## src/core/crtc_defs.svh

```systemverilog
// Offsets, field positions, reset values and timing counts
`ifndef CRTC_DEFS_SVH
`define CRTC_DEFS_SVH
// Host I/O locations of the two ports
`define IO_INDEX_ADDR 8'h68
`define IO_DATA_ADDR 8'h6a
// Control register numbers
`define IX_HTOTAL 5'h00
`define IX_HSHOWN 5'h01
`define IX_HPLACE 5'h02
`define IX_HWIDTH 5'h03
`define IX_VTOTAL 5'h04
`define IX_VEXTRA 5'h05
`define IX_VSHOWN 5'h06
`define IX_VPLACE 5'h07
`define IX_INTERLEAVE 5'h08
`define IX_LINES 5'h09
`define IX_CUR_TOP 5'h0a
`define IX_CUR_BOT 5'h0b
`define IX_ORG_HI 5'h0c
`define IX_ORG_LO 5'h0d
`define IX_CUR_HI 5'h0e
`define IX_CUR_LO 5'h0f
`define IX_PEN_HI 5'h10
`define IX_PEN_LO 5'h11
`define IX_LAST 5'h11
// Scan mode codes
`define MODE_PLAIN 2'h0
`define MODE_INTERLACE 2'h1
`define MODE_SPLIT 2'h3
// Cursor field positions
`define CUR_ROW_MSB 4
`define CUR_MODE_LSB 6
// Blink counter bits for 1/16 and 1/32 of field rate
`define BLINK16_BIT 3
`define BLINK32_BIT 4
// Vertical sync length in scan lines
`define VSYNC_LINES 8'h10
// Controller APB map
`define APB_CMD 12'h000
`define APB_STATUS 12'h004
`define APB_CTRL 12'h008
// Command word fields
`define CMD_SEL_BIT 8
`define CMD_READ_BIT 9
// Reset value of the register file
`define REG_RESET 8'h00
`endif

```

## src/core/crtc_pkg.sv

```systemverilog
// Types for the two ends of the display timing link: bus states for the controller, cursor modes for the device
package crtc_pkg;
  typedef enum logic [3:0] {
    BUS_IDLE = 4'h1,
    BUS_SETUP = 4'h2,
    BUS_STROBE = 4'h4,
    BUS_HOLD = 4'h8
  } bus_state_t;
  typedef enum logic [1:0] {
    CUR_STEADY = 2'h0,
    CUR_HIDDEN = 2'h1,
    CUR_BLINK16 = 2'h2,
    CUR_BLINK32 = 2'h3
  } cursor_mode_t;
endpackage

```

## src/core/crtc_if.sv

```systemverilog
// Host bus, counter clear, pen and video pins between controller and device
`timescale 1ns/1ps
interface crtc_if;
  logic cs_n;
  logic index_select;
  logic rw;
  logic bus_strobe;
  logic [7:0] wdata;
  logic [7:0] rdata;
  logic counter_clear_n;
  logic pen_strobe;
  logic hsync;
  logic vsync;
  logic display_window;
  logic cursor_out;
  logic [13:0] refresh_addr_out;
  logic [4:0] cell_line_out;
  modport dev (
    input cs_n, index_select, rw, bus_strobe, wdata, counter_clear_n,
    input pen_strobe,
    output rdata, hsync, vsync, display_window, cursor_out,
    output refresh_addr_out, cell_line_out
  );
  modport host (
    output cs_n, index_select, rw, bus_strobe, wdata, counter_clear_n,
    output pen_strobe,
    input rdata, hsync, vsync, display_window, cursor_out,
    input refresh_addr_out, cell_line_out
  );
endinterface

```

## src/core/crtc_device.sv

```systemverilog
// Raster display timing device with indexed register file
//
// Contract
// - Write-only 5-bit index pointer selects register
// - Host loads pointer with register number
// - Host writes index first, then data
// - Select low is pointer, high is data
// - Transfer only with chip select; rw high reads
// - Horizontal total is line length minus one
// - Horizontal shown sets displayed characters
// - Horizontal place starts horizontal sync
// - Horizontal width sets sync length
// - Vertical total rows minus one; extra lines
// - Vertical shown sets displayed rows
// - Vertical place starts vertical sync row
// - Mode 00 plain, 01 interlace, 03 split
// - Lines per row holds count minus one
// - Cursor top low five bits give row
// - Cursor bits 7:6 steady, hidden, blink rates
// - Host keeps cursor bottom not below top
// - Frame origin pair forms 14-bit start
// - Cursor location pair 14-bit, read and write
// - Address equals cursor, cursor high one clock
// - Pen rising edge captures refresh address
// - Clear input zeroes counters, outputs low
//
// Decided for this implementation: register access over APB.
`timescale 1ns/1ps
`include "crtc_defs.svh"
module crtc_device (
  // Clock and reset
  input wire logic clk,
  input wire logic nrst,
  // Link to the controller
  crtc_if.dev link
);
  ////////////////////////////////////////////////////////////////////////
  // Register file
  logic [4:0] index_ff;
  logic [7:0] regs_ff [0:17];
  logic [7:0] rdata_ff;
  logic [13:0] pen_ff;
  logic [13:0] ma_ff;

  wire bus_on = link.bus_strobe && !link.cs_n;
  wire wr_index = bus_on && !link.rw && !link.index_select;
  wire wr_data = bus_on && !link.rw && link.index_select;
  wire rd_data = bus_on && link.rw && link.index_select;
  // Pen registers are read-only; indices past the last are ignored
  wire wr_ok = wr_data && index_ff < `IX_PEN_HI;

  function automatic logic [7:0] read_mux(input logic [4:0] ix,
                                          input logic [13:0] cur,
                                          input logic [13:0] pen);
    case (ix)
      `IX_CUR_HI: read_mux = {2'b00, cur[13:8]};
      `IX_CUR_LO: read_mux = cur[7:0];
      `IX_PEN_HI: read_mux = {2'b00, pen[13:8]};
      `IX_PEN_LO: read_mux = pen[7:0];
      default: read_mux = 8'h00;
    endcase
  endfunction

  wire [13:0] origin = {regs_ff[`IX_ORG_HI][5:0], regs_ff[`IX_ORG_LO]};
  wire [13:0] cur_loc = {regs_ff[`IX_CUR_HI][5:0], regs_ff[`IX_CUR_LO]};

  always_ff @(posedge clk or negedge nrst) begin
    if (!nrst) begin
      index_ff <= 5'h00;
    end else if (wr_index) begin
      index_ff <= link.wdata[4:0];
    end
  end

  // Registers keep their contents under the counter clear
  always_ff @(posedge clk or negedge nrst) begin
    if (!nrst) begin
      for (int i = 0; i <= 17; i++) begin
        regs_ff[i] <= `REG_RESET;
      end
    end else if (wr_ok) begin
      regs_ff[index_ff] <= link.wdata;
    end
  end

  always_ff @(posedge clk or negedge nrst) begin
    if (!nrst) begin
      rdata_ff <= 8'h00;
    end else if (rd_data) begin
      rdata_ff <= read_mux(index_ff, cur_loc, pen_ff);
    end
  end
  assign link.rdata = rdata_ff;

  ////////////////////////////////////////////////////////////////////////
  // Pen strobe synchroniser and capture
  logic pen_s1_ff;
  logic pen_s2_ff;
  logic pen_s3_ff;
  always_ff @(posedge clk or negedge nrst) begin
    if (!nrst) begin
      pen_s1_ff <= 1'b0;
      pen_s2_ff <= 1'b0;
      pen_s3_ff <= 1'b0;
      pen_ff <= 14'h0000;
    end else begin
      pen_s1_ff <= link.pen_strobe;
      pen_s2_ff <= pen_s1_ff;
      pen_s3_ff <= pen_s2_ff;
      if (pen_s2_ff && !pen_s3_ff) begin
        pen_ff <= ma_ff;
      end
    end
  end

  ////////////////////////////////////////////////////////////////////////
  // Raster counters
  logic [7:0] hc_ff;
  logic [7:0] hsw_ff;
  logic [7:0] row_ff;
  logic [4:0] line_ff;
  logic [7:0] extra_ff;
  logic [7:0] vsw_ff;
  logic in_extra_ff;
  logic field_ff;
  logic [4:0] blink_ff;
  logic [13:0] row_base_ff;
  logic hsync_ff;
  logic vsync_ff;
  logic window_ff;
  logic cursor_ff;

  wire clr = !link.counter_clear_n;
  wire [1:0] mode = regs_ff[`IX_INTERLEAVE][1:0];
  wire split = mode == `MODE_SPLIT;
  wire interlaced = mode[0];
  wire [4:0] max_line = regs_ff[`IX_LINES][4:0];
  wire [4:0] step = split ? 5'h02 : 5'h01;
  wire [4:0] first_line = split ? {4'h0, field_ff} : 5'h00;
  wire line_end = hc_ff == regs_ff[`IX_HTOTAL];
  wire row_last_line = ({1'b0, line_ff} + {1'b0, step}) >
                       {1'b0, max_line};
  wire rows_done = row_ff == regs_ff[`IX_VTOTAL];
  wire extra_done = extra_ff == regs_ff[`IX_VEXTRA];
  wire field_end = in_extra_ff ? extra_done :
                   (rows_done && row_last_line &&
                    regs_ff[`IX_VEXTRA] == 8'h00);
  wire [7:0] hc_next = hc_ff + 8'h01;
  wire [13:0] ma_next = row_base_ff + {6'h00, hc_next};
  wire hs_start = hc_ff == regs_ff[`IX_HPLACE];
  wire vs_start = line_end && !in_extra_ff && row_last_line &&
                  (row_ff + 8'h01) == regs_ff[`IX_VPLACE];
  wire shown = hc_next < regs_ff[`IX_HSHOWN] &&
               row_ff < regs_ff[`IX_VSHOWN] && !in_extra_ff;
  // Row that the next line belongs to, judged before the counters move
  wire next_row_shown = field_end ? regs_ff[`IX_VSHOWN] != 8'h00 :
                        in_extra_ff ? 1'b0 :
                        (row_last_line && rows_done) ? 1'b0 :
                        row_last_line ?
                        (row_ff + 8'h01) < regs_ff[`IX_VSHOWN] :
                        row_ff < regs_ff[`IX_VSHOWN];
  wire [7:0] cur_top = {3'h0, regs_ff[`IX_CUR_TOP][`CUR_ROW_MSB:0]};
  wire [7:0] cur_bot = {3'h0, regs_ff[`IX_CUR_BOT][`CUR_ROW_MSB:0]};
  wire [1:0] cur_mode = regs_ff[`IX_CUR_TOP][7:`CUR_MODE_LSB];
  wire blink_on = cur_mode == crtc_pkg::CUR_STEADY ||
                  (cur_mode == crtc_pkg::CUR_BLINK16 &&
                   blink_ff[`BLINK16_BIT]) ||
                  (cur_mode == crtc_pkg::CUR_BLINK32 &&
                   blink_ff[`BLINK32_BIT]);
  // Bottom below top leaves the cursor dark
  wire in_rows = {3'h0, line_ff} >= cur_top &&
                 {3'h0, line_ff} <= cur_bot;

  // Horizontal position, sync and refresh address
  always_ff @(posedge clk or negedge nrst) begin
    if (!nrst) begin
      hc_ff <= 8'h00;
      hsw_ff <= 8'h00;
      hsync_ff <= 1'b0;
      ma_ff <= 14'h0000;
    end else if (clr) begin
      hc_ff <= 8'h00;
      hsw_ff <= 8'h00;
      hsync_ff <= 1'b0;
      ma_ff <= 14'h0000;
    end else begin
      hc_ff <= line_end ? 8'h00 : hc_next;
      if (hs_start && regs_ff[`IX_HWIDTH] != 8'h00) begin
        hsync_ff <= 1'b1;
        hsw_ff <= regs_ff[`IX_HWIDTH] - 8'h01;
      end else if (hsw_ff != 8'h00) begin
        hsw_ff <= hsw_ff - 8'h01;
      end else begin
        hsync_ff <= 1'b0;
      end
      if (!line_end) begin
        ma_ff <= ma_next;
      end else if (field_end) begin
        ma_ff <= origin;
      end else if (row_last_line && !in_extra_ff) begin
        ma_ff <= row_base_ff + {6'h00, regs_ff[`IX_HSHOWN]};
      end else begin
        ma_ff <= row_base_ff;
      end
    end
  end

  // Vertical position, fields and blink timing
  always_ff @(posedge clk or negedge nrst) begin
    if (!nrst) begin
      row_ff <= 8'h00;
      line_ff <= 5'h00;
      extra_ff <= 8'h00;
      in_extra_ff <= 1'b0;
      field_ff <= 1'b0;
      blink_ff <= 5'h00;
      row_base_ff <= 14'h0000;
      vsw_ff <= 8'h00;
      vsync_ff <= 1'b0;
    end else if (clr) begin
      row_ff <= 8'h00;
      line_ff <= 5'h00;
      extra_ff <= 8'h00;
      in_extra_ff <= 1'b0;
      field_ff <= 1'b0;
      blink_ff <= 5'h00;
      // First field after a clear starts at the frame origin too
      row_base_ff <= origin;
      vsw_ff <= 8'h00;
      vsync_ff <= 1'b0;
    end else if (line_end) begin
      if (vs_start) begin
        vsync_ff <= 1'b1;
        vsw_ff <= `VSYNC_LINES - 8'h01;
      end else if (vsw_ff != 8'h00) begin
        vsw_ff <= vsw_ff - 8'h01;
      end else begin
        vsync_ff <= 1'b0;
      end
      if (field_end) begin
        row_ff <= 8'h00;
        extra_ff <= 8'h00;
        in_extra_ff <= 1'b0;
        field_ff <= interlaced ? !field_ff : 1'b0;
        line_ff <= (split && !field_ff) ? 5'h01 : 5'h00;
        blink_ff <= blink_ff + 5'h01;
        row_base_ff <= origin;
      end else if (in_extra_ff) begin
        extra_ff <= extra_ff + 8'h01;
      end else if (row_last_line) begin
        line_ff <= first_line;
        row_base_ff <= row_base_ff + {6'h00, regs_ff[`IX_HSHOWN]};
        if (rows_done) begin
          in_extra_ff <= 1'b1;
          extra_ff <= 8'h01;
        end else begin
          row_ff <= row_ff + 8'h01;
        end
      end else begin
        line_ff <= line_ff + step;
      end
    end
  end

  // Window and cursor outputs
  always_ff @(posedge clk or negedge nrst) begin
    if (!nrst) begin
      window_ff <= 1'b0;
      cursor_ff <= 1'b0;
    end else if (clr) begin
      window_ff <= 1'b0;
      cursor_ff <= 1'b0;
    end else begin
      window_ff <= line_end ? (regs_ff[`IX_HSHOWN] != 8'h00 &&
                               next_row_shown) :
                   shown;
      cursor_ff <= ma_next == cur_loc && !line_end && shown &&
                   blink_on && in_rows;
    end
  end

  assign link.hsync = hsync_ff;
  assign link.vsync = vsync_ff;
  assign link.display_window = window_ff;
  assign link.cursor_out = cursor_ff;
  assign link.refresh_addr_out = ma_ff;
  assign link.cell_line_out = clr ? 5'h00 : line_ff;
endmodule

```

## src/flat_wrapper.sv

```systemverilog
// flat-port wrapper written by rule: the top's interface ports become plain ports
module crtc_device_flat 
  (clk, nrst, link_cs_n, link_index_select, link_rw, link_bus_strobe, link_wdata, link_counter_clear_n, link_pen_strobe, link_rdata, link_hsync, link_vsync, link_display_window, link_cursor_out, link_refresh_addr_out, link_cell_line_out);
  crtc_if link_i ();
  input wire logic clk;
  input wire logic nrst;
  input wire logic [$bits(link_i.cs_n)-1:0] link_cs_n;
  input wire logic [$bits(link_i.index_select)-1:0] link_index_select;
  input wire logic [$bits(link_i.rw)-1:0] link_rw;
  input wire logic [$bits(link_i.bus_strobe)-1:0] link_bus_strobe;
  input wire logic [$bits(link_i.wdata)-1:0] link_wdata;
  input wire logic [$bits(link_i.counter_clear_n)-1:0] link_counter_clear_n;
  input wire logic [$bits(link_i.pen_strobe)-1:0] link_pen_strobe;
  output wire logic [$bits(link_i.rdata)-1:0] link_rdata;
  output wire logic [$bits(link_i.hsync)-1:0] link_hsync;
  output wire logic [$bits(link_i.vsync)-1:0] link_vsync;
  output wire logic [$bits(link_i.display_window)-1:0] link_display_window;
  output wire logic [$bits(link_i.cursor_out)-1:0] link_cursor_out;
  output wire logic [$bits(link_i.refresh_addr_out)-1:0] link_refresh_addr_out;
  output wire logic [$bits(link_i.cell_line_out)-1:0] link_cell_line_out;
  assign link_i.cs_n = link_cs_n;
  assign link_i.index_select = link_index_select;
  assign link_i.rw = link_rw;
  assign link_i.bus_strobe = link_bus_strobe;
  assign link_i.wdata = link_wdata;
  assign link_i.counter_clear_n = link_counter_clear_n;
  assign link_i.pen_strobe = link_pen_strobe;
  assign link_rdata = link_i.rdata;
  assign link_hsync = link_i.hsync;
  assign link_vsync = link_i.vsync;
  assign link_display_window = link_i.display_window;
  assign link_cursor_out = link_i.cursor_out;
  assign link_refresh_addr_out = link_i.refresh_addr_out;
  assign link_cell_line_out = link_i.cell_line_out;
  crtc_device u_core (.clk(clk), .nrst(nrst), .link(link_i));
endmodule
```

## config.mk

```make
export PLATFORM = sky130hd
export DESIGN_NAME = crtc_device_flat
export DESIGN_NICKNAME = d
export VERILOG_FILES = /design/src/core/crtc_pkg.sv /design/src/core/crtc_if.sv /design/src/core/crtc_device.sv /design/src/flat_wrapper.sv
export VERILOG_INCLUDE_DIRS = /design/src /design/src/core
export SDC_FILE = /design/constraint.sdc
export NUM_CORES = 1
export LEC_CHECK = 0
export ABC_AREA = 1
export CAP_MARGIN = 30
export CELL_PAD_IN_SITES_DETAIL_PLACEMENT = 1
export CELL_PAD_IN_SITES_GLOBAL_PLACEMENT = 1
export CORE_MARGIN = 3
export CORE_UTILIZATION = 53
export DETAILED_ROUTE_END_ITERATION = 16
export DONT_BUFFER_PORTS = 1
export HOLD_SLACK_MARGIN = 0.06
export PLACE_DENSITY = 0.83
export SKIP_LAST_GASP = 1
export SLEW_MARGIN = 20
export SYNTH_ARGS = -nofsm -noshare
export SYNTH_HDL_FRONTEND = slang
export SYNTH_SLANG_ARGS = --single-unit
```

## constraint.sdc

```tcl
create_clock -name clk -period 5.45 [get_ports clk]
set_clock_uncertainty 0.1 [all_clocks]
set_input_delay 0.545 -clock clk [delete_from_list [all_inputs] [get_ports clk]]
set_output_delay 0.545 -clock clk [all_outputs]
set_load 0.02 [all_outputs]
```

[Word level (Yosys, flattened, before mapping)]
Index checks and enable logic that the tools add are counted.
Operators by class
  equal/unequal tests: 24
  bitwise gates (word level): 1
  reductions and logical operators: 50
  add/subtract/negate cells: 11
  multiplexer cells: 71
  magnitude comparators: 9
Operators with widths (number)
  $mux W8: 22
  $bwmux W144: 1
  $mux W14: 9
  $mux W5: 9
  $demux W8 S5: 1
  $eq A8 B8 Y1: 5
  $reduce_bool A8 Y1: 5
  $pmux W8 S4: 1
  $add A14 B8 Y14: 2
  $logic_and A1 B1 Y1: 27
  $mux W1: 27
  $add A8 B1 Y8 const B: 3
  $lt A8 B8 Y1: 3
  $sub A8 B1 Y8 const B: 3
  $eq A14 B14 Y1: 1
  $eq A5 B4 Y1 const B: 2
  $eq A5 B5 Y1 const B: 2
  $ne A3 B1 Y1 const B: 3
  $logic_not A8 Y1: 1
  $ne A4 B1 Y1 const B: 2
  $reduce_and A2 Y1: 4
  $logic_not A1 Y1: 7
  $add A5 B5 Y6: 1
  $eq A2 B2 Y1 const B: 3
  17 further kinds: 22
Word-level totals
  input port bits: 16
  flip-flop bits (word level): 258
  word-level logic and storage cells: 205
  output and inout bits: 31

[Logic depth before layout (Yosys ltp)]
  depth after elaboration: 11
  mapped depth: 25
  gate-level depth less buffers: 24

[Least setup slack after synthesis]
OpenSTA, ideal clock, no wires.
  path type: register to register
  start point: register u_core.regs_ff (netlist bit u_core.interlaced)
  end point: register u_core.row_ff[1]
  period minus slack after synthesis: 3.312 ns
  data required time: 5.231 ns
  stages on the path, launching flop included: 24
  slack: 2.138 ns
  path buffers: 1
  arrival: 3.093 ns
  setup time: 0.119 ns
  cell sequence: dfrtp_1 > nand2_1 > ha_1 > inv_1 > fa_1 > nor2_1 > xor2_1 > ha_1 > nand2_1 > nor2_1 > o21ai_1 > nand3b_1 > nand2_1 > nand2_2 > and2_4 > nand2_1 > nand2_2 > nor2_8 > nand2_2 > nand2_4 > inv_2 > buf_4 > nand4_1 > nand2_1
On the way
  longest elaborated chain between the ends: 10
  elaborated cells between the ends (all ways): 14
  classes of those cells: add/sub: 1; order compare: 1; eq/ne: 4; mux: 5; reduce/logical: 3
RTL lines
  from (decl): RTL line crtc_device.sv:40  | logic [7:0] regs_ff [0:17];
  from (signal, indexed assignment): RTL line crtc_device.sv:79  | regs_ff[i] <= `REG_RESET;
  from (signal, indexed assignment): RTL line crtc_device.sv:82  | regs_ff[index_ff] <= link.wdata;
  $eq A2 B2 Y1 (no source line) (*)
  $mux W2 (*): RTL line crtc_device.sv:138  | wire [4:0] step = split ? 5'h02 : 5'h01;
  $add A5 B5 Y6 (*): RTL line crtc_device.sv:141  | wire row_last_line = ({1'b0, line_ff} + {1'b0, step}) >
  $gt A6 B5 Y1 (*): RTL line crtc_device.sv:141
  $logic_and A1 B1 Y1 (2 in series): RTL line crtc_device.sv:146  | (rows_done && row_last_line &&
  $mux W1: RTL line crtc_device.sv:145  | wire field_end = in_extra_ff ? extra_done :
  $mux W8: RTL line crtc_device.sv:240  | if (field_end) begin
  $mux W8: RTL line crtc_device.sv:231  | end else if (line_end) begin
  $mux W8: RTL line crtc_device.sv:220  | end else if (clr) begin
  to (signal assigned): RTL line crtc_device.sv:257  | row_ff <= row_ff + 8'h01;
  to (decl): RTL line crtc_device.sv:120  | logic [7:0] row_ff;
Mark *: on every way between the ends. The rest lies on a longest branch, timed or not. The select of a mux whose other input is x is not followed.
A chain may end at the register's enable or synchronous reset.

[Worst setup path in the final report]
  start point: register u_core.regs_ff (netlist bit u_core.interlaced)
  end point: register u_core.row_base_ff[13]
On the way
  longest elaborated chain between the ends: 10
  elaborated cells between the ends (all ways): 13
  classes of those cells: add/sub: 1; order compare: 1; eq/ne: 3; mux: 5; reduce/logical: 3
RTL lines
  $eq A2 B2 Y1 (no source line) (*)
  $mux W2 (*): RTL line crtc_device.sv:138
  $add A5 B5 Y6 (*): RTL line crtc_device.sv:141
  $gt A6 B5 Y1 (*): RTL line crtc_device.sv:141
  $logic_and A1 B1 Y1 (2 in series): RTL line crtc_device.sv:146
  $mux W1: RTL line crtc_device.sv:145
  $mux W14: RTL line crtc_device.sv:240
  $mux W14: RTL line crtc_device.sv:231
  $mux W14: RTL line crtc_device.sv:220
  to (signal assigned): RTL line crtc_device.sv:228  | row_base_ff <= origin;
  to (signal assigned): RTL line crtc_device.sv:247  | row_base_ff <= origin;
  to (signal assigned): RTL line crtc_device.sv:252  | row_base_ff <= row_base_ff + {6'h00, regs_ff[`IX_HSHOWN]};
  to (decl): RTL line crtc_device.sv:127  | logic [13:0] row_base_ff;
Marked as above.

==> run summary <==
outcome: finished, violations left
failing checks: negative hold slack
Achievable Freq: 228 MHz
Die Span Y: 162 um
Reg clk slew, reported paths: 0.06 ns
cell taking the most area after synthesis: dfrtp_1
Max FO, Critical Path: 28
ant diodes: 0
Slowest-stage cell, CP: nor2_8
leakage power: 7.00 nW
Mapped Area: 12900 um^2
Worst setup EP type: register
WP data required: 5.83 ns
drt total wl: 40600 um
RSZ-0062 raised after global routing: false
Synth warnings: 0
Port Buffer Count: 0
Worst Hold Slack: -0.395 ns
worst stage delay on the critical path: 0.43 ns
crit path kind: reg2reg
via count: 11300
Synth Flop Type: dfrtp_1
Final Hold Vio Count: 225
#FFs+latches synth: 225
Mean Syn Cell Area: 8.01 um^2
CP Cell Sequence: nand2_1 -> ha_1 -> inv_1 -> fa_1 -> nor2_1 -> xor2_1 -> ha_1 -> nand2_1 -> nor2_1 -> o21ai_1 -> nand3b_1 -> nand2_1 -> nand2_2 -> and2_4 -> nand2_1 -> nand2_2 -> nor2_8 -> nand2_2 -> nand2_4 -> inv_2 -> nand2_2 -> nand2_1 -> nand2_1
Pins Over Slew Limit: 0
clock buffer depth: 3
clock sinks: 225
DR vias/cell: 5.85
maximum vdd ir drop: 0.286 mV
Die X: 162 um
first-pass GRT wire length: 65700 um
RePlAce Congestion: 0.931
largest net degree at the start of global routing: 226
fraction of layout cells with a size suffix above 1: 5.72%
pre-CTS WS: 1.12 ns
Worst Setup Start Kind: register
min setup slack post-route: 1.06 ns
# setup viols final: 0
setup TNS: 0 ns
First-pass DRT Iterations: 5
PD cells: 486 nW/um^2
crit path time final: 4.39 ns
Final period util: 80.6%
Gate Count Post-Synth: 1606
Die Area: 26200 um^2
placed wire-length estimate: 28800 um
clock root buffer master: clkbuf_16
Synth-to-Final Area Change: 8.18%
Post-CTS Setup Bufs: 0
cell row count: 56
launch point of the worst path: u_core.interlaced
initial core utilization: 54.3%
vias in the first global route: 11700
post-synth top area share: 43.7%
initial antenna violation count: 1
Rel. slew slack: 37.1%
R2R Path Start: u_core.interlaced
Routed WL per cell: 21.1 um
TritonCTS clock tree: done
CP most frequent cell: nand2_1
most common cell after layout, fill and taps aside: nand2_1
DRC: 0
cts repair resizes: 0
CP arrival: 4.77 ns
worst min-delay path class: in2async
Post-synth EDFFs: 0
Nets: 1673
DR iter-0 viols: 921
Fillers: 2935
Slew @ Worst Pin: 0.943 ns
Top Ports: 47
top area cells in the synthesized netlist: dfrtp_1 (44%), nand2_1 (12%), o21ai_0 (7.2%)
Netlist cell types: 56
core area: 23700 um^2
asr flop ratio synth: 100%
syn nets: 1688
Inserted Clock Buffers: 26
GRT Total Usage: 31.5%
max-cap viol count: 0
commonest non-fill, non-tap cells in the layout: nand2_1 (412), dfrtp_1 (225), o21ai_0 (184), inv_1 (172), nor2_1 (96)
GRT Residual Overflow: 0
Routed Antenna Nets: 0
H-tree Lvls: 1
Worst-Skew Late Latency: 0.53 ns
Post-CTS Hold Buffers: 2
register area share after synthesis: 43.7%
stage by stage:
stage	area (um^2)	power, W	std cells	util (%)	hold WS [ns]
5_1_grt	13900	0.00721	1927	58.8	-0.411
2_1_floorplan	12900	0.00421	1606	-	0.149
4_1_cts	13900	0.00674	1926	58.8	-0.402
3_5_place_dp	13100	0.00497	1879	55.2	0.155
6_report	13900	0.00676	1927	58.8	-0.395
3_3_place_gp	13100	0.00486	1879	55.2	0.154
cell type report:
type                    count  area (um^2)  share of cell area [%]
repair buffers              6         47.5                   0.342
well taps                 319          399                    2.87
multi-input cells        1149         6320                    45.4
flip-flops and latches    225         5630                    40.4
inverters                 183          689                    4.95
clock inverters             8         90.1                   0.647
clock buffers              37          743                    5.34
registers in the layout, indices dropped and copies added, names as in the netlist, 8 cells and up:
signal                        flops
u_core.hc_ff                      8
u_core.row_base_ff               14
u_core.extra_ff                   8
u_core.origin                    14
u_core.hsw_ff                     8
u_core.pen_ff                    14
u_core.row_ff                     8
u_core.link.refresh_addr_out     14
u_core.cur_loc                   14
u_core.vsw_ff                     8
u_core.link.rdata                 8
u_core.regs_ff                   64
where the power goes:
| part | switching, W | leakage, nW | internal, W |
|---|---|---|---|
| clock network | 0.000698 | 0.414 | 0.00103 |
| registers | 0.000399 | 3.04 | 0.00198 |
| logic | 0.00178 | 3.55 | 0.000871 |
| total | 0.00288 | 7.00 | 0.00388 |
worst max-delay path: cells and delay by family (launching register included):
family	cells	cell delay (ns)
buffers and inverters	2	0.20
AO/OA/AOI/OAI	1	0.07
XOR/XNOR	1	0.23
flip-flops	1	0.40
AND/OR/NAND/NOR	16	2.43
adder cells (fa/ha/maj)	3	0.89
synthesized netlist by cell type, types with 4 or more instances:
library cell and number:
nand2_1 412, dfrtp_1 225, o21ai_0 184, inv_1 172, nor2_1 96, nand3_1 80, ha_1 63, a21oi_1 55
xor2_1 43, xnor2_1 37, nand4_1 35, clkbuf_1 33, nor3_1 23, nor4_1 11, o211ai_1 11, or2_2 10
mux2_2 9, o21ai_1 9, buf_2 8, inv_2 7, nand2_2 7, nand3b_1 7, a221oi_1 6, a21o_1 4
a31oi_1 4, o21a_1 4
cells by family (layout without fill, tap and decap cells):
family          count (synthesis)  after routing  synth area share (%)
fa+ha+maj                      66             66                  6.59
flops                         225            225                  43.7
mux                            10             10                 0.865
simple gates                  700            700                  23.8
xor+xnor                       81             81                  5.63
compound gates                292            292                  12.3
buf+inv                       232            234                  7.13
final timing paths:
path                                          end  slack [ns]  cells past startpoint
max in group asynchronous      u_core.regs_ff[81]        5.04                      0
hold / removal               u_core.link.rdata[1]       -0.39                      0
hold reg to reg                  u_core.pen_s2_ff        0.25                      0
setup / recovery           u_core.row_base_ff[13]        1.06                     23
setup reg to reg           u_core.row_base_ff[13]        1.06                     23
min in group clk                 u_core.vsw_ff[1]        0.07                      2
per-layer routing:
| metal | global-route usage (%) | wire length [um] | vias up |
|---|---|---|---|
| li1 | - | - | 5232 |
| met1 | 42.8 | 17800 | 5694 |
| met2 | 54.2 | 19600 | 286 |
| met3 | 4.06 | 2230 | 64 |
| met4 | 7.06 | 950 | 0 |
| met5 | 0 | 0 | - |
Power figures use the tool's default switching activity.
